File: src/logic/asc_pkg.sv
package asc_pkg;
    // register byte offsets
    localparam logic [7:0] ASC_OFF_CTRL1   = 8'h00;
    localparam logic [7:0] ASC_OFF_CTRL2   = 8'h04;
    localparam logic [7:0] ASC_OFF_DMAC    = 8'h08;
    localparam logic [7:0] ASC_OFF_IRQST   = 8'h0c;
    localparam logic [7:0] ASC_OFF_IRQMSK  = 8'h10;
    localparam logic [7:0] ASC_OFF_RESDATA = 8'h14;
    localparam logic [7:0] ASC_OFF_TRIGIN  = 8'h18;
    localparam logic [7:0] ASC_OFF_BUF0    = 8'h40;
    // control one fields
    localparam int ASC_C1_ON     = 15;
    localparam int ASC_C1_SIDL   = 13;
    localparam int ASC_C1_BORD   = 12;
    localparam int ASC_C1_12B    = 10;
    localparam int ASC_C1_RESULT_FORMAT   = 8;
    localparam int ASC_C1_TSEL   = 5;
    localparam int ASC_C1_TGRP   = 4;
    localparam int ASC_C1_SIMULTANEOUS_SAMPLING = 3;
    localparam int ASC_C1_AUTO_SAMPLE_ENABLE   = 2;
    localparam int ASC_C1_SAMPLE_ENABLE   = 1;
    localparam int ASC_C1_DONE   = 0;
    localparam logic [15:0] ASC_C1_WMASK = 16'hb7fe;
    // control two fields
    localparam int ASC_C2_SCAN   = 10;
    localparam int ASC_C2_CHANNEL_COUNT_SELECT   = 8;
    localparam int ASC_C2_BUFFER_HALF_STATUS   = 7;
    localparam int ASC_C2_CONVERSIONS_PER_INTERRUPT   = 2;
    localparam logic [15:0] ASC_C2_WMASK = 16'he77f;
    // dma control fields
    localparam int ASC_DC_EN     = 8;
    localparam logic [15:0] ASC_DC_WMASK = 16'h0107;
    // interrupt status bits
    localparam int ASC_IRQ_CNT   = 0;
    localparam int ASC_IRQ_DONE  = 1;
    localparam int ASC_IRQ_OVR   = 2;
    // trigger input vector positions
    localparam int ASC_TRG_PIN   = 0;
    localparam int ASC_TRG_TMR3  = 1;
    localparam int ASC_TRG_PWMSE = 2;
    localparam int ASC_TRG_TMR5  = 3;
    localparam int ASC_TRG_CAPM  = 4;
    localparam int ASC_TRG_PWM1  = 5;
    localparam int ASC_TRG_TGO12 = 8;
    localparam int ASC_NTRIG     = 12;
    // timing, buffer depth and response codes
    localparam int ASC_CONV_CYC  = 14;
    localparam int ASC_AUTO_CYC  = 16;
    localparam int ASC_NBUF      = 16;
    localparam logic [31:0] ASC_RESP_OKAY   = 32'h0;
    localparam logic [1:0]  ASC_OKAY = 2'b00;
    localparam logic [1:0]  ASC_SLVERR = 2'b10;
    typedef enum logic [2:0]
    {
        ASC_IDLE = 3'b001,
        ASC_SAMPLE_ENABLE = 3'b010,
        ASC_CONV = 3'b100
    } asc_state_t;
endpackage

File: src/logic/asc_seq_ctrl.sv
// The placing of the registers and the AXI4-Lite interface to the registers were chosen for this implementation.
`timescale 1ns/1ns
module asc_seq_ctrl
    import asc_pkg::*;
(
    // clock and reset
    input  wire logic                   aclk,
    input  wire logic                   aresetn,
    // axi4-lite write
    input  wire logic [7:0]             s_axi_awaddr,
    input  wire logic                   s_axi_awvalid,
    output logic                        s_axi_awready,
    input  wire logic [31:0]            s_axi_wdata,
    input  wire logic [3:0]             s_axi_wstrb,
    input  wire logic                   s_axi_wvalid,
    output logic                        s_axi_wready,
    output logic [1:0]                  s_axi_bresp,
    output logic                        s_axi_bvalid,
    input  wire logic                   s_axi_bready,
    // axi4-lite read
    input  wire logic [7:0]             s_axi_araddr,
    input  wire logic                   s_axi_arvalid,
    output logic                        s_axi_arready,
    output logic [31:0]                 s_axi_rdata,
    output logic [1:0]                  s_axi_rresp,
    output logic                        s_axi_rvalid,
    input  wire logic                   s_axi_rready,
    // trigger sources, one-cycle pulses
    input  wire logic [ASC_NTRIG-1:0]   trig_in,
    // converter result, valid at end of conversion
    input  wire logic [15:0]            conv_result,
    // analog front end control
    output logic                        sample_hold_ff,
    output logic                        simul_sample_ff,
    output logic [4:0]                  scan_index_ff,
    // dma side
    output logic                        dma_req_ff,
    output logic [15:0]                 dma_addr_ff,
    input  wire logic                   dma_ack,
    // interrupt
    output logic                        irq_ff
);
    logic [15:0]      ctrl1_ff;
    logic [15:0]      ctrl2_ff;
    logic [15:0]      dmac_ff;
    logic [2:0]       irqst_ff;
    logic [2:0]       irqmsk_ff;
    logic [15:0]      buf_ff [ASC_NBUF];
    logic [3:0]       bufptr_ff;
    logic [4:0]       cnt_ff;
    logic [15:0]      step_ff;
    logic [4:0]       conv_cnt_ff;
    logic [4:0]       auto_cnt_ff;
    logic             unread_ff;
    asc_state_t       state_ff;
    logic             aw_ff, w_ff;
    logic [7:0]       awaddr_ff;
    logic [31:0]      wdata_ff;
    logic [3:0]       wstrb_ff;
    logic             nxt_aw, nxt_w, nxt_bvalid, nxt_rvalid;

    logic             on, manual, trig_hit, conv_start, conv_end, cnt_hit, dma_en;
    logic             wr_do, wr_c1;
    logic [2:0]       tsel;
    logic [15:0]      wr16;
    logic [15:0]      c1_wr;
    logic [2:0]       irq_set;
    logic [31:0]      rd_mux;

    assign on      = ctrl1_ff[ASC_C1_ON];
    assign tsel    = ctrl1_ff[ASC_C1_TSEL +: 3];
    assign dma_en  = dmac_ff[ASC_DC_EN];
    assign manual  = !ctrl1_ff[ASC_C1_TGRP] && tsel == 3'h0;
    assign wr_do   = aw_ff && w_ff && !s_axi_bvalid;
    assign wr16    = {wstrb_ff[1] ? wdata_ff[15:8] : 8'h00, wstrb_ff[0] ? wdata_ff[7:0] : 8'h00};
    assign wr_c1   = wr_do && awaddr_ff == ASC_OFF_CTRL1 && wstrb_ff[1:0] == 2'h3;
    assign c1_wr   = wdata_ff[15:0];
    assign cnt_hit = conv_end && cnt_ff == ctrl2_ff[ASC_C2_CONVERSIONS_PER_INTERRUPT +: 5];
    assign conv_end = state_ff == ASC_CONV && conv_cnt_ff == 5'(ASC_CONV_CYC - 1);

    // trigger decode
    always_comb
    begin
        trig_hit = 1'b0;
        if (!ctrl1_ff[ASC_C1_TGRP])
        begin
            unique case (tsel)
                3'h7: trig_hit = auto_cnt_ff == 5'(ASC_AUTO_CYC - 1);
                3'h6: trig_hit = trig_in[ASC_TRG_CAPM];
                3'h5: trig_hit = 1'b0;
                3'h4: trig_hit = trig_in[ASC_TRG_TMR5];
                3'h3: trig_hit = trig_in[ASC_TRG_PWMSE];
                3'h2: trig_hit = trig_in[ASC_TRG_TMR3];
                3'h1: trig_hit = trig_in[ASC_TRG_PIN];
                3'h0: trig_hit = wr_c1 && !c1_wr[ASC_C1_SAMPLE_ENABLE];
            endcase
        end
        else if (tsel <= 3'h2)
            trig_hit = trig_in[ASC_TRG_PWM1 + int'(tsel)];
        else if (tsel != 3'h7)
            trig_hit = trig_in[ASC_TRG_TGO12 + int'(tsel) - 3];
    end
    assign conv_start = on && state_ff == ASC_SAMPLE_ENABLE && trig_hit;

    // sequencer
    always_ff @(posedge aclk)
    begin
        if (!aresetn || !on)
            state_ff <= ASC_IDLE;
        else
        begin
            unique case (state_ff)
                ASC_IDLE: if (ctrl1_ff[ASC_C1_SAMPLE_ENABLE]) state_ff <= ASC_SAMPLE_ENABLE;
                ASC_SAMPLE_ENABLE: if (conv_start) state_ff <= ASC_CONV;
                         else if (!ctrl1_ff[ASC_C1_SAMPLE_ENABLE]) state_ff <= ASC_IDLE;
                ASC_CONV: if (conv_end)
                             state_ff <= ctrl1_ff[ASC_C1_AUTO_SAMPLE_ENABLE] ? ASC_SAMPLE_ENABLE : ASC_IDLE;
                default:  state_ff <= ASC_IDLE;
            endcase
        end
    end

    always_ff @(posedge aclk)
    begin
        if (!aresetn || state_ff != ASC_CONV)
            conv_cnt_ff <= 5'h0;
        else
            conv_cnt_ff <= conv_cnt_ff + 5'h1;
    end

    always_ff @(posedge aclk)
    begin
        if (!aresetn || state_ff != ASC_SAMPLE_ENABLE)
            auto_cnt_ff <= 5'h0;
        else if (auto_cnt_ff != 5'(ASC_AUTO_CYC - 1))
            auto_cnt_ff <= auto_cnt_ff + 5'h1;
    end

    // control one with hardware sample and done bits
    always_ff @(posedge aclk)
    begin
        if (!aresetn)
            ctrl1_ff <= 16'h0;
        else
        begin
            if (wr_c1)
            begin
                ctrl1_ff[15:1] <= c1_wr[15:1] & ASC_C1_WMASK[15:1];
                if (c1_wr[ASC_C1_12B])
                    ctrl1_ff[ASC_C1_SIMULTANEOUS_SAMPLING] <= 1'b0;
                if (!c1_wr[ASC_C1_DONE])
                    ctrl1_ff[ASC_C1_DONE] <= 1'b0;
            end
            if (conv_start)
            begin
                ctrl1_ff[ASC_C1_DONE] <= 1'b0;
                if (!manual)
                    ctrl1_ff[ASC_C1_SAMPLE_ENABLE] <= 1'b0;
            end
            if (conv_end)
            begin
                ctrl1_ff[ASC_C1_DONE] <= 1'b1;
                if (ctrl1_ff[ASC_C1_AUTO_SAMPLE_ENABLE])
                    ctrl1_ff[ASC_C1_SAMPLE_ENABLE] <= 1'b1;
            end
            if (!on)
                ctrl1_ff[ASC_C1_SAMPLE_ENABLE] <= wr_c1 ? c1_wr[ASC_C1_SAMPLE_ENABLE] : 1'b0;
        end
    end

    always_ff @(posedge aclk)
    begin
        if (!aresetn)
            ctrl2_ff <= 16'h0;
        else
        begin
            // read-only bits survive a write; a toggle in the same cycle wins
            if (wr_do && awaddr_ff == ASC_OFF_CTRL2)
                ctrl2_ff <= (wr16 & ASC_C2_WMASK) | (ctrl2_ff & ~ASC_C2_WMASK);
            if (cnt_hit)
                ctrl2_ff[ASC_C2_BUFFER_HALF_STATUS] <= !ctrl2_ff[ASC_C2_BUFFER_HALF_STATUS];
        end
    end

    always_ff @(posedge aclk)
    begin
        if (!aresetn)
            dmac_ff <= 16'h0;
        else if (wr_do && awaddr_ff == ASC_OFF_DMAC)
            dmac_ff <= wr16 & ASC_DC_WMASK;
    end

    // conversion count, buffer pointer, scan index
    always_ff @(posedge aclk)
    begin
        if (!aresetn || !on)
        begin
            cnt_ff        <= 5'h0;
            bufptr_ff     <= 4'h0;
            scan_index_ff <= 5'h0;
        end
        else if (conv_end)
        begin
            cnt_ff        <= cnt_hit ? 5'h0 : cnt_ff + 5'h1;
            bufptr_ff     <= (cnt_hit || dma_en) ? 4'h0 : bufptr_ff + 4'h1;
            if (ctrl2_ff[ASC_C2_SCAN])
                scan_index_ff <= cnt_hit ? 5'h0 : scan_index_ff + 5'h1;
        end
    end

    always_ff @(posedge aclk)
    begin
        if (conv_end)
            buf_ff[dma_en ? 4'h0 : bufptr_ff] <= conv_result;
    end

    // dma request and address
    always_ff @(posedge aclk)
    begin
        if (!aresetn || !dma_en)
            dma_req_ff <= 1'b0;
        else if (conv_end)
            dma_req_ff <= 1'b1;
        else if (dma_ack)
            dma_req_ff <= 1'b0;
    end

    always_ff @(posedge aclk)
    begin
        if (!aresetn || !dma_en)
        begin
            step_ff     <= 16'h0;
            dma_addr_ff <= 16'h0;
        end
        else if (conv_end)
        begin
            if (ctrl1_ff[ASC_C1_BORD])
            begin
                if (cnt_hit)
                    step_ff <= step_ff + 16'h1;
                dma_addr_ff <= cnt_hit ? step_ff + 16'h1 : step_ff;
            end
            else
                dma_addr_ff <= 16'({scan_index_ff, 7'h0} >> (3'h7 - dmac_ff[2:0]))
                               + (step_ff & ((16'h1 << dmac_ff[2:0]) - 16'h1));
            if (!ctrl1_ff[ASC_C1_BORD] && cnt_hit)
                step_ff <= step_ff + 16'h1;
        end
    end

    always_ff @(posedge aclk)
    begin
        if (!aresetn)
            simul_sample_ff <= 1'b0;
        else
            simul_sample_ff <= ctrl1_ff[ASC_C1_SIMULTANEOUS_SAMPLING] && !ctrl1_ff[ASC_C1_12B]
                               && ctrl2_ff[ASC_C2_CHANNEL_COUNT_SELECT +: 2] != 2'h0;
    end

    always_ff @(posedge aclk)
    begin
        if (!aresetn)
            sample_hold_ff <= 1'b0;
        else
            sample_hold_ff <= state_ff == ASC_SAMPLE_ENABLE;
    end

    // unread tracker for single-buffer overrun
    always_ff @(posedge aclk)
    begin
        if (!aresetn || !dma_en)
            unread_ff <= 1'b0;
        else if (conv_end)
            unread_ff <= 1'b1;
        else if (dma_ack || (s_axi_arvalid && s_axi_arready && s_axi_araddr == ASC_OFF_BUF0))
            unread_ff <= 1'b0;
    end

    // interrupts, set wins over clear
    assign irq_set = {conv_end && dma_en && unread_ff, conv_end, cnt_hit};
    always_ff @(posedge aclk)
    begin
        if (!aresetn)
            irqst_ff <= 3'h0;
        else if (wr_do && awaddr_ff == ASC_OFF_IRQST)
            irqst_ff <= (irqst_ff & ~wr16[2:0]) | irq_set;
        else
            irqst_ff <= irqst_ff | irq_set;
    end

    always_ff @(posedge aclk)
    begin
        if (!aresetn)
            irqmsk_ff <= 3'h0;
        else if (wr_do && awaddr_ff == ASC_OFF_IRQMSK)
            irqmsk_ff <= wr16[2:0];
    end

    always_ff @(posedge aclk)
    begin
        if (!aresetn)
            irq_ff <= 1'b0;
        else
            irq_ff <= |(irqst_ff & irqmsk_ff);
    end

    // axi write channel
    always_ff @(posedge aclk)
    begin
        if (!aresetn)
        begin
            aw_ff <= 1'b0;
            w_ff  <= 1'b0;
            awaddr_ff <= 8'h0;
            wdata_ff  <= 32'h0;
            wstrb_ff  <= 4'h0;
            s_axi_bvalid <= 1'b0;
            s_axi_bresp  <= ASC_OKAY;
            s_axi_awready <= 1'b1;
            s_axi_wready  <= 1'b1;
        end
        else
        begin
            if (s_axi_awvalid && s_axi_awready)
            begin
                aw_ff <= 1'b1;
                awaddr_ff <= s_axi_awaddr;
            end
            if (s_axi_wvalid && s_axi_wready)
            begin
                w_ff <= 1'b1;
                wdata_ff <= s_axi_wdata;
                wstrb_ff <= s_axi_wstrb;
            end
            if (wr_do)
            begin
                aw_ff <= 1'b0;
                w_ff  <= 1'b0;
                s_axi_bvalid <= 1'b1;
                s_axi_bresp  <= (awaddr_ff <= ASC_OFF_IRQMSK && awaddr_ff[1:0] == 2'h0)
                                ? ASC_OKAY : ASC_SLVERR;
            end
            else if (s_axi_bvalid && s_axi_bready)
                s_axi_bvalid <= 1'b0;
            s_axi_awready <= !nxt_aw && !nxt_bvalid;
            s_axi_wready  <= !nxt_w && !nxt_bvalid;
        end
    end
    // ready flags registered from the next held and pending state
    assign nxt_aw     = (aw_ff && !wr_do) || (s_axi_awvalid && s_axi_awready);
    assign nxt_w      = (w_ff && !wr_do) || (s_axi_wvalid && s_axi_wready);
    assign nxt_bvalid = wr_do || (s_axi_bvalid && !s_axi_bready);

    // axi read channel
    always_comb
    begin
        rd_mux = ASC_RESP_OKAY;
        if (s_axi_araddr >= ASC_OFF_BUF0)
            rd_mux = {16'h0, buf_ff[s_axi_araddr[5:2]]};
        else
        begin
            unique case (s_axi_araddr)
                ASC_OFF_CTRL1:   rd_mux = {16'h0, ctrl1_ff};
                ASC_OFF_CTRL2:   rd_mux = {16'h0, ctrl2_ff};
                ASC_OFF_DMAC:    rd_mux = {16'h0, dmac_ff};
                ASC_OFF_IRQST:   rd_mux = {29'h0, irqst_ff};
                ASC_OFF_IRQMSK:  rd_mux = {29'h0, irqmsk_ff};
                ASC_OFF_RESDATA: rd_mux = {16'h0, buf_ff[0]};
                default:         rd_mux = ASC_RESP_OKAY;
            endcase
        end
    end

    always_ff @(posedge aclk)
    begin
        if (!aresetn)
        begin
            s_axi_rvalid <= 1'b0;
            s_axi_rdata  <= 32'h0;
            s_axi_rresp  <= ASC_OKAY;
        end
        else if (s_axi_arvalid && s_axi_arready)
        begin
            s_axi_rvalid <= 1'b1;
            s_axi_rdata  <= rd_mux;
            s_axi_rresp  <= (s_axi_araddr[1:0] == 2'h0 && (s_axi_araddr <= ASC_OFF_RESDATA
                            || (s_axi_araddr >= ASC_OFF_BUF0 && s_axi_araddr < 8'h80)))
                            ? ASC_OKAY : ASC_SLVERR;
        end
        else if (s_axi_rready)
            s_axi_rvalid <= 1'b0;
    end
    assign nxt_rvalid = (s_axi_arvalid && s_axi_arready) || (s_axi_rvalid && !s_axi_rready);
    always_ff @(posedge aclk)
    begin
        if (!aresetn)
            s_axi_arready <= 1'b1;
        else
            s_axi_arready <= !nxt_rvalid;
    end
endmodule

File: config.mk
export PLATFORM = sky130hd
export DESIGN_NAME = asc_seq_ctrl
export DESIGN_NICKNAME = d
export VERILOG_FILES = /design/src/logic/asc_pkg.sv /design/src/logic/asc_seq_ctrl.sv
export SDC_FILE = /design/constraint.sdc
export NUM_CORES = 1
export LEC_CHECK = 0
export BUFFER_PORTS_ARGS = -buffer_cell sky130_fd_sc_hd__buf_2
export CAP_MARGIN = 30
export CORE_MARGIN = 2
export CORE_UTILIZATION = 45
export CTS_BUF_LIST = sky130_fd_sc_hd__clkbuf_2
export CTS_CLUSTER_SIZE = 40
export DETAILED_ROUTE_END_ITERATION = 8
export PLACE_DENSITY = 0.73
export SLEW_MARGIN = 0
export SYNTH_ARGS = -nofsm -noshare
export SYNTH_HDL_FRONTEND = slang
export SYNTH_SLANG_ARGS = --single-unit
File: constraint.sdc
create_clock -name aclk -period 3.93 [get_ports aclk]
set_clock_uncertainty 0.2 [all_clocks]
set_input_delay 0.5895 -clock aclk [delete_from_list [all_inputs] [get_ports aclk]]
set_output_delay 0.5895 -clock aclk [all_outputs]
set_load 0.03 [all_outputs]
# [Yosys cells after proc, flatten, opt, wreduce, memory -nomap -nowiden]
# Memory sizes are Yosys's and may differ from the RTL's.
# Index checks and enable logic that the tools add are counted.
[totals] memories=1 reg_bits=173 word_cells=227 out_inout_bits=66 in_bits=88 ram_bits=256
[mem_list] name="buf_ff" words=16 word_bits=16 read_ports=2 rd_clocked_by_memory_dff=0 write_ports=1 line_no="asc_seq_ctrl.sv:48" rtl="logic [15:0] buf_ff [ASC_NBUF];"
[classes] shift=2 reduce_logical=79 bitwise_logic=8 order_cmp=7 n_addsub=12 mux=52 eq_ne=32
[op_table] operator="16-bit case mux with 6 select lines" n=1
[op_table] operator="16-bit 2-to-1 mux" n=5
[op_table] operator="1-bit logical AND" n=33
[op_table] operator="8-bit by 4-bit equality test with 1-bit output (second input constant)" n=4
[op_table] operator="8-bit by 5-bit equality test with 1-bit output (second input constant)" n=3
[op_table] operator="1-bit 2-to-1 mux" n=24
[op_table] operator="5-bit by 1-bit adder with 5-bit output (second input constant)" n=4
[op_table] operator="16-bit by 1-bit adder with 16-bit output (second input constant)" n=1
[op_table] operator="16-bit adder" n=1
[op_table] operator="16-bit AND" n=1
[op_table] operator="8-bit by 3-bit equality test with 1-bit output (second input constant)" n=2
[op_table] operator="8-bit by 5-bit less-or-equal comparator with 1-bit output (second input constant)" n=2
[op_table] operator="1-bit logical NOT" n=16
[op_table] operator="8-bit logical NOT" n=2
[op_table] operator="8-bit 2-to-1 mux" n=2
[op_table] operator="16-bit by 13-bit bitwise OR with 16-bit output" n=1
[op_table] operator="1-bit by 3-bit << shifter with 16-bit output (first input constant)" n=1
[op_table] operator="12-bit by 3-bit right shift with 16-bit output" n=1
[op_table] operator="16-bit by 1-bit subtractor with 16-bit output (second input constant)" n=1
[op_table] operator="3-bit equality test (second input constant)" n=5
[op_table] operator="3-bit 2-to-1 mux" n=5
[op_table] operator="2-bit nonzero test" n=7
[op_table] operator="2-bit 2-to-1 mux" n=6
[op_table] operator="1-bit logical OR" n=11
[op_table] operator="other kinds (38)" n=53

# [Logic depth before layout (Yosys ltp)]
# Gate-level depths: netlist (run 1).
[logic_depth] depth_word=13 mapped_depth=16 mapped_depth_nobuf=15

# [Worst setup path after synthesis (run 1)]
# Ideal clock, no wire load.
[synth_timing] path_type="reg-to-reg" start="reg dmac_ff[0]" end="reg dma_addr_ff[12]" required_ps=3615 path_stages_with_launch=17 t_arrival_ps=3437 synth_period_minus_slack_ps=3751 setup_time_ps=115 slack_ps=179 n_path_buf=2 cell_sequence="dfxtp_1 > buf_1 > clkbuf_1 > nand3b_1 > ha_1 > nor3_1 > a21oi_1 > o21ai_0 > and2_1 > ha_1 > and2_1 > a221oi_1 > a21oi_1 > a2111o_1 > a21oi_1 > nor4b_1 > o21a_1"
[synth_between] elab_chain_cells=5 elab_cells_between_ends=7 cone_classes="add/sub: 3; shift: 2; mux: 1; bitwise: 1"
[synth_lines] item="start, declared" line_no="asc_seq_ctrl.sv:45" rtl="logic [15:0] dmac_ff;"
[synth_lines] item="start signal, assigned" line_no="asc_seq_ctrl.sv:190" rtl="dmac_ff <= wr16 & ASC_DC_WMASK;"
[synth_lines] item="1-bit by 3-bit << shifter with 16-bit output" line_no="asc_seq_ctrl.sv:245" rtl="+ (step_ff & ((16'h1 << dmac_ff[2:0]) - 16'h1));"
[synth_lines] item="16-bit by 1-bit subtractor with 16-bit output" line_no="asc_seq_ctrl.sv:245"
[synth_lines] item="16-bit AND" line_no="asc_seq_ctrl.sv:245"
[synth_lines] item="16-bit adder *" line_no="asc_seq_ctrl.sv:245"
[synth_lines] item="16-bit 2-to-1 mux *" line_no="asc_seq_ctrl.sv:237" rtl="if (ctrl1_ff[ASC_C1_BORD])"
[synth_lines] item="end signal, assigned" line_no="asc_seq_ctrl.sv:241" rtl="dma_addr_ff <= cnt_hit ? step_ff + 16'h1 : step_ff;"
[synth_lines] item="end signal, assigned" line_no="asc_seq_ctrl.sv:244" rtl="dma_addr_ff <= 16'({scan_index_ff, 7'h0} >> (3'h7 - dmac_ff[2:0]))"
[synth_lines] item="end, declared" line_no="asc_seq_ctrl.sv:38" rtl="output logic [15:0] dma_addr_ff,"
# Mark *: on every way between the ends. The rest lies on a longest branch, timed or not.
# A chain may end at the register's enable or synchronous reset.

# [Worst setup path in the final report (run 1)]
# Ends and elaborated chain as after synthesis.

==> metrics.yaml, run 1 <==
cts_root_buffer: "sky130_fd_sc_hd__clkbuf_2"
share_of_synthesized_area_occupied_by_flip_flops_and_latches_pct: 61.3
floorplan.core_area_mm2: 0.0386
cap_violations: 0
core.rowCount: 72
placed_cell_area_mm2: 0.0188
detailroute.via_count: 12400
relSlewSlack_pct: 32.5
gr-total-overflow: 0
n_fill_cell: 3309
layout.cell_area.non_filler_mm2: 0.0204
postSynth.asyncResetShare_pct: 0
routedWlPerCell_um: 20.4
tns_ps: 0
finalSetupViolations: 0
final_period_minus_worst_setup_slack_ps: 3620
synth_area_per_cell_um2: 12.7
mappedNetlistArea_mm2: 0.0175
floorplan.die_area_mm2: 0.0405
synthMuxAreaShare_pct: 11.4
clock_power_share_pct: 34.6
cts_tree: "yes"
clock_path_buffers: 3
htree_num_levels: 3
combinational_family_with_the_most_area_after_synthesis: "simple AND/OR/NAND/NOR gates"
cts-buffers-inserted: 99
post-dp-hpwl_um: 29500
via_per_inst: 5.59
layout-area-overhead-vs-synth_pct: 16.4
cp_cell_sequence: "or3_1 -> ha_1 -> nor3_1 -> a21oi_1 -> o21ai_0 -> and2_1 -> ha_1 -> and2_1 -> a221oi_2 -> a21oi_2 -> a2111o_1 -> nand3_1 -> nor4b_1 -> o21a_1"
worst_path_dominant_cell_family: "simple AND/OR/NAND/NOR gates"
ys.warnings.count: 0
drt_pre_antenna_iters: 7
routabilityCongestion: 0.876
drc_violation_total_after_the_first_tritonroute_iteration: 1088
grt_overall_usage_pct: 22.6
cell_internal_pwr_mw: 5.81
synth_edf_count: 256
required_ps: 4630
layout_worst_path_cycle_share_pct: 92.0
endpoint_type_of_the_worst_setup_path: "flop"
setup_repair_after_global_routing_missed_its_margin: "false"
power.leakage_nw: 7.35
synth_cell_types: 69
synthSimpleGateAreaFrac_pct: 11.6
layout.nets: 1744
die-height_um: 201
worst_ir_drop_vdd_v: 0.000263
synth_compound_gate_area_share_pct: 8.71
final_critical_path_setup_slack_ps: 315
initial_util_pct: 45.4
die-width_um: 201
critical_path_class: "flop to flop"
route.final.wire_length_um: 45500
final_cell_count_without_fillers: 2223
critPathLaunchType: "flop"
worst_path_buf_inv: 0
i_o_pin_count: 154
seq_power_share_pct: 58.9
timing.critical_path.arrival_ps: 4320
pwr-share-comb_pct: 6.5
timing.final.max_slew_violations: 0
antenna_left: 0
most_used_flip_flop_cell_after_synthesis: "sky130_fd_sc_hd__edfxtp_1"
timing.critical_path.fanout_max: 6
crit_path_max_incr_delay_ps: 410
timing.final.hold_violations: 0
fmaxAchievable_ghz: 0.277
synthCells: 1374
post_synth_fa_ha_maj_area_fraction_pct: 2.11
post_synth_xor_area_fraction_pct: 2.00
dp.cells: 1976
swShare_pct: 25.7
final_core_utilization_pct: 52.9
synth_seq_cells: 408
timing.hold.worst.class: "input port to flop"
tritoncts_num_sinks: 408
clk_transition_reported_paths_ps: 120
vias_in_the_first_global_route: 12800
power_switching_mw: 2.01
preCtsSetupSlack_ps: 211
clock_latency_ps: 990
worst_slew_pin_slew_ps: 1010
p_per_area_mw_per_mm2: 384
port-buffer-count: 116
grt_max_degree: 75
critical_path.slowest_cell: "sky130_fd_sc_hd__a2111o_1"
status: "completed"
post-route-drc-count: 0
final_layout_size_suffix_gt1_share_pct: 25.0
grt_antenna_before_repair: 1
grt_pass1_wl_um: 70500
## routing by layer
layer / track usage [%] / share of wire [%] / wire (um) / up-vias
li1: - / - / - / 5666
met2: 38.5 / 50 / 22800 / 533
met4: 9.82 / 3.3 / 1480 / 0
met1: 27.6 / 39 / 17900 / 6128
met5: 0 / 0 / 0 / -
met3: 5.30 / 7.4 / 3340 / 100
## cell usage in the layout (no fill, tap or decap), types with 6 or more instances in the layout
| master | synthesis | final |
|---|---|---|
| sky130_fd_sc_hd__edfxtp_1 | 256 | 256 |
| sky130_fd_sc_hd__dfxtp_1 | 152 | 152 |
| sky130_fd_sc_hd__nand2_1 | 150 | 150 |
| sky130_fd_sc_hd__clkbuf_2 | 1 | 150 |
| sky130_fd_sc_hd__a21oi_1 | 119 | 118 |
| sky130_fd_sc_hd__buf_2 | 8 | 115 |
| sky130_fd_sc_hd__nor2_1 | 103 | 103 |
| sky130_fd_sc_hd__mux4_2 | 82 | 82 |
| sky130_fd_sc_hd__dlygate4sd3_1 | 0 | 68 |
| sky130_fd_sc_hd__o21ai_0 | 60 | 60 |
| sky130_fd_sc_hd__nand3_1 | 41 | 41 |
| sky130_fd_sc_hd__buf_4 | 18 | 36 |
| sky130_fd_sc_hd__ha_1 | 28 | 28 |
| sky130_fd_sc_hd__xnor2_1 | 24 | 24 |
| sky130_fd_sc_hd__clkinv_1 | 1 | 21 |
| sky130_fd_sc_hd__inv_1 | 21 | 20 |
| sky130_fd_sc_hd__conb_1 | 1 | 20 |
| sky130_fd_sc_hd__and2_1 | 18 | 18 |
| sky130_fd_sc_hd__a22oi_1 | 16 | 16 |
| sky130_fd_sc_hd__xor2_1 | 16 | 16 |
| sky130_fd_sc_hd__nor3_1 | 21 | 15 |
| sky130_fd_sc_hd__and3_1 | 13 | 13 |
| sky130_fd_sc_hd__a31oi_1 | 13 | 13 |
| sky130_fd_sc_hd__nand2b_1 | 10 | 10 |
| sky130_fd_sc_hd__or3_1 | 10 | 10 |
| sky130_fd_sc_hd__nor2b_1 | 10 | 10 |
| sky130_fd_sc_hd__nand4_1 | 10 | 10 |
| sky130_fd_sc_hd__mux2_2 | 7 | 7 |
| sky130_fd_sc_hd__o21a_1 | 7 | 7 |
| sky130_fd_sc_hd__nor3_2 | 1 | 7 |
| sky130_fd_sc_hd__nor4_1 | 7 | 7 |
| sky130_fd_sc_hd__buf_12 | 0 | 7 |
| sky130_fd_sc_hd__mux2i_1 | 6 | 6 |
| sky130_fd_sc_hd__a211oi_1 | 6 | 6 |
| sky130_fd_sc_hd__nand3b_1 | 6 | 6 |
| sky130_fd_sc_hd__nor4b_1 | 6 | 6 |
## final cells by class
cell class                 count  area (um^2)  share of cell area, %
clock inverter                28          125                  0.614
sequential                   408        10700                   52.6
multi-input combinational    870         6390                   31.3
inverter                      22         82.6                  0.405
timing repair buffer         226         1670                   8.17
clock buffer                 150          751                   3.68
tap                          518          648                   3.18
antenna                        1         2.50                 0.0123
## timing repair
action / CTS / global route
hold endpoints to repair: 308 / 0
hold buffers: 68 / 0
setup endpoints to repair: 0 / 2
gates resized for setup: 0 / 2
buffers inserted: 0 / 0
## state kept, by name, indices dropped and copies added (netlist names), 2 cells and up
| register | count |
|---|---|
| auto_cnt_ff | 5 |
| awaddr_ff | 8 |
| buf_ff | 256 |
| bufptr_ff | 4 |
| cnt_ff | 5 |
| conv_cnt_ff | 5 |
| ctrl1_ff | 14 |
| ctrl2_ff | 14 |
| dma_addr_ff | 16 |
| dmac_ff | 4 |
| irqmsk_ff | 3 |
| irqst_ff | 3 |
| s_axi_rdata | 16 |
| scan_index_ff | 5 |
| state_ff | 3 |
| step_ff | 16 |
| wdata_ff | 15 |
| wstrb_ff | 2 |
## path summary, 6_finish.rpt
| check | from | end | slack [ps] | cells after the start |
|---|---|---|---|---|
| hold / removal | s_axi_araddr[6] | s_axi_rdata[1] | 100 | 6 |
| hold reg to reg | dma_addr_ff[0] | dma_addr_ff[0] | 250 | 2 |
| setup reg to reg | dmac_ff[0] | dma_addr_ff[12] | 310 | 14 |
| setup / recovery | dmac_ff[0] | dma_addr_ff[12] | 310 | 14 |
## power groups by stage
stage	registers, mW	clock network [mW]	logic, mW
after floorplan	4.73	0	0.266
after global placement	4.71	0	0.439
after detailed placement	4.71	0	0.451
after CTS	4.61	2.79	0.507
after global routing	4.62	2.99	0.548
final	4.61	2.71	0.510
## kinds of logic after synthesis
| group | after synthesis |
|---|---|
| muxes | 96 |
| and+or+nand+nor | 425 |
| DFF | 408 |
| adders and majority gates | 29 |
| other | 1 |
| xor gates and xnor gates | 40 |
| AOI/OAI and AO/OA | 260 |
| buffers and inverters | 115 |
## worst register-to-register path, cell delays in order (launching register included)
cell                       delay [ps]
sky130_fd_sc_hd__dfxtp_1          330
sky130_fd_sc_hd__or3_1            400
sky130_fd_sc_hd__ha_1             280
sky130_fd_sc_hd__nor3_1           150
sky130_fd_sc_hd__a21oi_1           50
sky130_fd_sc_hd__o21ai_0          160
sky130_fd_sc_hd__and2_1           150
sky130_fd_sc_hd__ha_1             270
sky130_fd_sc_hd__and2_1           200
sky130_fd_sc_hd__a221oi_2         310
sky130_fd_sc_hd__a21oi_2          120
sky130_fd_sc_hd__a2111o_1         410
sky130_fd_sc_hd__nand3_1           80
sky130_fd_sc_hd__nor4b_1          250
sky130_fd_sc_hd__o21a_1           170
## through the flow
step	hold slack [ps]	power, mW
global placement	230	5.15
CTS	1.99	7.90
detailed placement	241	5.16
global route	54.6	8.15
finish	98.5	7.83
floorplan	220	5.00
## synthesized netlist by cell type (all sizes together), types with 4 or more instances
library cell    n  area [um^2]
nor2b          10         62.6
o21ai          60          300
nor2          103          387
nand2b         10         62.6
nand3          41          205
xor2           16          140
nor4b           6         52.6
ha             28          350
a31oi          13         81.3
clkbuf         62          234
nand3b          6         45.0
nor3           22          115
inv            21         78.8
o211ai          5         37.5
or3            11         73.8
buf            31          194
mux2i           6         60.1
a21oi         120          604
mux2            8         93.8
o21a            7         52.6
mux4           82         1850
dfxtp         152         3040
nand2         150          563
and3           13         81.3
a22oi          16          120
edfxtp        256         7690
nor4            8         56.3
and2           19          119
nor3b           4         41.3
xnor2          24          210
a21o            6         46.3
nand4          10         62.6
a211oi          6         45.0
(Power assumes the default switching activity.)
==> inputs of run 2 (changes only) <==
- ABC_AREA: default -> 1
- BUFFER_PORTS_ARGS: -buffer_cell sky130_fd_sc_hd__buf_2 -> default
- CTS_BUF_LIST: sky130_fd_sc_hd__clkbuf_2 -> sky130_fd_sc_hd__clkbuf_8
- DONT_BUFFER_PORTS: default -> 1
- PLACE_DENSITY: 0.73 -> 0.7
==> run 2 against run 1 <==
Cell count is 10% higher; die area increased by 1.1%; flip-flop and latch count unchanged; clock power is 43% higher; routed wire length increased by 3.7%; core utilization fell by 0.81 points; critical path type unchanged; highest routed layer is now met5.
==> metrics.yaml, run 2 <==
core.rowCount: 72
synthCells: 1794
cts-buffers-inserted: 70
die-height_um: 202
critPathLaunchType: "flop"
postSynth.asyncResetShare_pct: 0
worst_ir_drop_vdd_v: 0.000240
worst_path_buf_inv: 2
port-buffer-count: 0
cts_root_buffer: "sky130_fd_sc_hd__clkbuf_8"
mappedNetlistArea_mm2: 0.0177
layout.nets: 1994
worst_path_dominant_cell_family: "simple AND/OR/NAND/NOR gates"
synthTopCellsByArea: "sky130_fd_sc_hd__edfxtp_1 43%, sky130_fd_sc_hd__dfxtp_1 17%, sky130_fd_sc_hd__nand2_1 6.8%, sky130_fd_sc_hd__a22oi_1 4.1%, sky130_fd_sc_hd__o21ai_0 3.7%"
power.leakage_nw: 7.41
post-dp-hpwl_um: 30700
synth_area_per_cell_um2: 9.87
setup_repair_after_global_routing_missed_its_margin: "false"
reg2reg_to: "dma_addr_ff[13]"
required_ps: 4240
cp_cell_sequence: "inv_1 -> nand3_1 -> ha_1 -> nand3_1 -> nor2_1 -> ha_1 -> nand2_1 -> nand2_1 -> a31oi_1 -> nand3_1 -> nand2_1 -> nand2_1 -> nand3_1 -> nand3_1 -> nand2_1 -> inv_1"
endpoint_type_of_the_worst_setup_path: "flop"
grt_max_degree: 68
post-route-drc-count: 0
synth.most_common_cell: "sky130_fd_sc_hd__nand2_1"
ys.warnings.count: 0
postCtsResizedCells: 0
initial_util_pct: 45.7
worst_slew_pin_slew_ps: 1000
layout.cell_area.non_filler_mm2: 0.0202
routabilityCongestion: 0.919
clock_power_share_pct: 43.1
cap_violations: 0
clk_transition_reported_paths_ps: 60
post-synth-top-area-cell: "sky130_fd_sc_hd__edfxtp_1"
timing.final.hold_violations: 0
relSlewSlack_pct: 33.2
most_used_flip_flop_cell_after_synthesis: "sky130_fd_sc_hd__edfxtp_1"
die-width_um: 202
route.final.wire_length_um: 47100
final_critical_path_setup_slack_ps: 666
cell_internal_pwr_mw: 6.83
i_o_pin_count: 154
routedWlPerCell_um: 19.2
floorplan.die_area_mm2: 0.0409
share_of_synthesized_area_occupied_by_flip_flops_and_latches_pct: 60.6
floorplan.core_area_mm2: 0.0387
final_layout_size_suffix_gt1_share_pct: 8.74
cts_tree: "yes"
synth_seq_cells: 408
clock_path_buffers: 3
yosys-top-cells-count: "323 x sky130_fd_sc_hd__nand2_1, 256 x sky130_fd_sc_hd__edfxtp_1, 160 x sky130_fd_sc_hd__nor2_1"
power_switching_mw: 2.16
regMostFlops: "buf_ff"
swShare_pct: 24.1
drc_violation_total_after_the_first_tritonroute_iteration: 1245
finalSetupViolations: 0
timing.hold.worst.class: "input port to flop"
n_fill_cell: 3405
holdPathEnd: "s_axi_rvalid"
pwr-share-comb_pct: 5.0
critical_path.reg2reg.startpoint: "dmac_ff[2]"
fmaxAchievable_ghz: 0.306
p_per_area_mw_per_mm2: 446
number_of_stages_on_the_worst_hold_path: 3
via_per_inst: 5.54
placed_cell_area_mm2: 0.0183
grt_overall_usage_pct: 22.9
clock_latency_ps: 620
critical_path.slowest_cell: "sky130_fd_sc_hd__dfxtp_1"
layout-area-overhead-vs-synth_pct: 14.0
grt_pass1_wl_um: 72600
min_from: "s_axi_rready"
tritoncts_num_sinks: 408
crit_path_max_incr_delay_ps: 520
post-synth-top-area-fraction_pct: 43.4
drt_pre_antenna_iters: 5
final_period_minus_worst_setup_slack_ps: 3260
seq_power_share_pct: 52.0
vias_in_the_first_global_route: 12900
synth_edf_count: 256
layout_worst_path_cycle_share_pct: 83.1
timing.critical_path.fanout_max: 14
mostFrequentLayoutCell: "sky130_fd_sc_hd__nand2_1"
setup.reg_to_reg.worst_slack_ps: 670
final_cell_mix: "323 x sky130_fd_sc_hd__nand2_1, 256 x sky130_fd_sc_hd__edfxtp_1, 172 x sky130_fd_sc_hd__inv_1"
reg2regPathDepth: 16
critical_path_class: "flop to flop"
timing.final.max_slew_violations: 0
antenna_left: 0
grt_antenna_before_repair: 3
finalHoldWorstSlack_ps: 39.2
gr-total-overflow: 0
htree_num_levels: 3
status: "completed"
tns_ps: 0
synth_cell_types: 53
preCtsSetupSlack_ps: 719
timing.critical_path.arrival_ps: 3580
detailroute.via_count: 13600
largest_register_ffs: 256
-- run 2: cell types whose count changed in the layout (fill, tap and decap cells not counted), sizes merged, moves of 54 or more --
cell / previous run / this run
mux4: 82 / 0
nand3: 41 / 95
inv: 24 / 185
buf: 158 / 41
nor2: 103 / 167
a22oi: 16 / 96
nand2: 150 / 325
clkbuf: 150 / 81
o21ai: 60 / 136
-- run 2: per-stage QoR --
step | std cells | power (mW) | util [%]
global route | 2453 | 9.29 | 52.1
floorplan | 1813 | 5.03 | -
finish | 2454 | 8.99 | 52.1
detailed placement | 2279 | 5.11 | 47.2
CTS | 2451 | 9.05 | 52.1
global placement | 2279 | 5.11 | 47.2
-- run 2: routing by layer --
metal  vias up  track usage, %  part of all wire [%]  wire length (um)
met2       591            35.6                    46             21500
met3        73            5.53                   9.2              4320
met1      6493            31.3                    43             20200
met5         -               0                 0.034                16
li1       6431               -                     -                 -
met4         2            7.98                   2.4              1150
-- run 2: timing repair --
| action | 4_1_cts | 5_1_grt |
|---|---|---|
| buffers inserted | 0 | 0 |
| hold endpoints to repair | 328 | 0 |
| hold buffers | 43 | 0 |
-- run 2: worst max path at each step --
stage	start	to	slack, ps	cells past startpoint
floorplan	dmac_ff[2]	dma_addr_ff[12]	940	15
global placement	dmac_ff[2]	dma_addr_ff[13]	730	17
detailed placement	dmac_ff[2]	dma_addr_ff[13]	720	17
CTS	dmac_ff[2]	dma_addr_ff[13]	720	17
global route	dmac_ff[2]	dma_addr_ff[8]	380	16
finish	dmac_ff[2]	dma_addr_ff[13]	670	16
-- run 2: cell type report --
class | count | area (um^2) | share of cell area (%)
timing repair buffer | 84 | 758 | 3.76
sequential | 408 | 10700 | 53.2
multi-input combinational | 1148 | 5980 | 29.6
clock buffer | 80 | 1100 | 5.46
tap | 518 | 648 | 3.21
inverter | 165 | 622 | 3.08
antenna | 2 | 5.00 | 0.0248
clock inverter | 49 | 334 | 1.66
-- run 2: power groups by stage --
stage / registers, mW / logic (mW) / clock network, mW
final: 4.67 / 0.445 / 3.87
after global routing: 4.67 / 0.487 / 4.13
after CTS: 4.67 / 0.436 / 3.94
after detailed placement: 4.76 / 0.353 / 0
after global placement: 4.76 / 0.345 / 0
after floorplan: 4.74 / 0.286 / 0
-- run 2: worst register-to-register path, cell delays in order (launching register included) --
cell	delay, ps
sky130_fd_sc_hd__dfxtp_1	520
sky130_fd_sc_hd__inv_1	300
sky130_fd_sc_hd__nand3_1	180
sky130_fd_sc_hd__ha_1	220
sky130_fd_sc_hd__nand3_1	270
sky130_fd_sc_hd__nor2_1	180
sky130_fd_sc_hd__ha_1	310
sky130_fd_sc_hd__nand2_1	90
sky130_fd_sc_hd__nand2_1	60
sky130_fd_sc_hd__a31oi_1	200
sky130_fd_sc_hd__nand3_1	160
sky130_fd_sc_hd__nand2_1	100
sky130_fd_sc_hd__nand2_1	60
sky130_fd_sc_hd__nand3_1	130
sky130_fd_sc_hd__nand3_1	100
sky130_fd_sc_hd__nand2_1	80
sky130_fd_sc_hd__inv_1	30
-- run 2: kinds of logic (layout without fill, tap and decap cells) --
group           count (synthesis)  count (layout)  synth area share (%)
simple gates                  654             654                  15.8
compound gates                417             417                  13.9
flops                         408             408                  60.6
buf+inv                       257             378                  6.13
fa+ha+maj                      29              29                  2.09
xor+xnor                       28              28                  1.39
other cells                     1              22                0.0212
==> inputs of run 3 (changes only) <==
- clock period: 3.93 -> 2.62 ns (I/O delays scaled with it)
==> run 3 against run 2 <==
The flow now finishes with violations (negative setup slack); flip-flop and latch count unchanged; global-route usage up 0.55 points; routed wire length up 3.3%; clock power up 39%; critical path depth down 1; maximum frequency up 24%; sequential power up 50%; register-to-register slack worse by 670 ps; largest cell class unchanged.
==> metrics.yaml, run 3 (synthesis results as in run 2) <==
initial_util_pct: 45.7
setup_repair_after_global_routing_missed_its_margin: "true"
critical_path_class: "flop to flop"
worst_slew_pin_slew_ps: 755
die-width_um: 202
swShare_pct: 24.1
routabilityCongestion: 0.919
relSlewSlack_pct: 48.3
timing.critical_path.fanout_max: 5
cp_most_frequent_cell: "sky130_fd_sc_hd__nand3_2"
largest_register_ffs: 256
grt_most_used_layer: "met2"
worst_ir_drop_vdd_v: 0.000393
clock_path_buffers: 3
layout.nets: 2068
die-height_um: 202
final_critical_path_setup_slack_ps: -4.49
i_o_pin_count: 154
met3_usage_pct: 5.34
cp_cell_sequence: "nor2_4 -> nand2_2 -> ha_4 -> nand2_4 -> o21ai_2 -> o21ai_1 -> nor2_1 -> ha_1 -> a21o_1 -> a31oi_2 -> nand3_1 -> nand2_1 -> nand3_2 -> nand3_2 -> a21oi_2"
power_switching_mw: 3.16
fin_total_pwr_mw: 13.1
regMostFlops: "buf_ff"
timing.hold.worst.class: "input port to flop"
clock_power_share_pct: 41.0
tritoncts_num_sinks: 408
gr_layer_usage_met2_pct: 37.0
violations: "negative setup slack"
cts-buffers-inserted: 67
pwr-share-comb_pct: 5.5
grtUsageMet1_pct: 31.7
crit_path_max_incr_delay_ps: 390
status: "complete, but fails checks"
core.rowCount: 72
detailroute.via_count: 14000
layout-area-overhead-vs-synth_pct: 19.7
antenna_left: 0
clock_latency_ps: 620
route.final.wire_length_um: 48700
mostFrequentLayoutCell: "sky130_fd_sc_hd__nand2_1"
fmaxAchievable_ghz: 0.381
preCtsSetupSlack_ps: -113
multi_input_area_mm2: 0.00633
cts_root_buffer: "sky130_fd_sc_hd__clkbuf_8"
p_per_area_mw_per_mm2: 619
worst_path_buf_inv: 0
layout_worst_path_cycle_share_pct: 100
routedWlPerCell_um: 19.3
gr-total-overflow: 0
post-dp-hpwl_um: 31400
grt_max_degree: 71
final_core_utilization_pct: 54.7
regArea_mm2: 0.0107
via_per_inst: 5.54
cts_tree: "yes"
cell_internal_pwr_mw: 9.94
floorplan.die_area_mm2: 0.0409
timing.critical_path.arrival_ps: 2920
finalSetupViolations: 1
drt_pre_antenna_iters: 6
required_ps: 2910
critical_path.slowest_cell: "sky130_fd_sc_hd__dfxtp_4"
endpoint_type_of_the_worst_setup_path: "flop"
timing.final.hold_violations: 0
drc_violation_total_after_the_first_tritonroute_iteration: 1386
finalHoldWorstSlack_ps: 38.4
floorplan.core_area_mm2: 0.0387
clk_transition_reported_paths_ps: 60
grt_pass1_wl_um: 74300
worst_path_dominant_cell_family: "simple AND/OR/NAND/NOR gates"
grt_antenna_before_repair: 8
port-buffer-count: 0
grt_overall_usage_pct: 23.4
seq_power_share_pct: 53.4
htree_num_levels: 3
post-route-drc-count: 0
final_cell_mix: "308 x sky130_fd_sc_hd__nand2_1, 256 x sky130_fd_sc_hd__edfxtp_1, 173 x sky130_fd_sc_hd__inv_1"
n_fill_cell: 3271
timing.final.max_slew_violations: 0
cap_violations: 0
final_layout_size_suffix_gt1_share_pct: 15.1
vias_in_the_first_global_route: 13300
critPathLaunchType: "flop"
final_period_minus_worst_setup_slack_ps: 2620
power.leakage_nw: 7.83
-- run 3: cell count changes in the layout (fill, tap and decap cells not counted), sizes merged --
cell	before	now
buf	41	107
bufinv	3	2
clkbuf	81	74
clkinv	25	14
clkinvlp	1	2
diode	2	4
dlygate4sd3	42	54
inv	185	190
-- run 3: power groups by stage --
stage | Combinational (mW) | Clock [mW] | Sequential, mW
final | 0.724 | 5.38 | 7.00
after global routing | 0.793 | 5.71 | 7.01
after CTS | 0.703 | 5.45 | 7.00
after detailed placement | 0.552 | 0 | 7.14
after global placement | 0.541 | 0 | 7.14
after floorplan | 0.429 | 0 | 7.11
-- run 3: what timing repair did --
action / 4_1_cts / 5_1_grt
gates resized for setup: 17 / 96
endpoints found under the hold margin: 360 / 0
buffers inserted: 1 / 10
setup endpoints to repair: 9 / 11
hold buffers: 55 / 0
pin swaps: 6 / 45
-- run 3: area by class of cell --
cell class                 instances  share of cell area (%)
sequential                       408                    50.7
multi-input combinational       1148                    29.9
timing repair buffer             161                    7.33
clock buffer                      74                    4.81
tap                              518                    3.06
inverter                         165                    2.95
clock inverter                    43                    1.23
antenna                            4                  0.0472
-- run 3: routing by layer --
metal	wire length [um]	up-vias	part of all wire, %
met1	21000	6692	43
met4	1350	8	2.8
met2	22400	594	46
met3	3950	98	8.1
met5	55	-	0.11
li1	-	6570	-
-- run 3: per-stage QoR --
stage               std cells  setup TNS [ps]  cell area (um^2)
CTS                      2507           -11.1             20700
finish                   2521           -4.49             21200
global placement         2334            -360             18900
floorplan                1813           -4600             17800
detailed placement       2334            -584             18900
global route             2520            -927             21200
-- run 3: path summary, 6_finish.rpt --
kind,slack (ps),to,start,depth (start not counted)
max,-4,dma_addr_ff[9],dmac_ff[1],15
min reg2reg,250,wdata_ff[7],wdata_ff[7],2
max reg2reg,-4,dma_addr_ff[9],dmac_ff[1],15
min,40,aw_ff,s_axi_awvalid,2
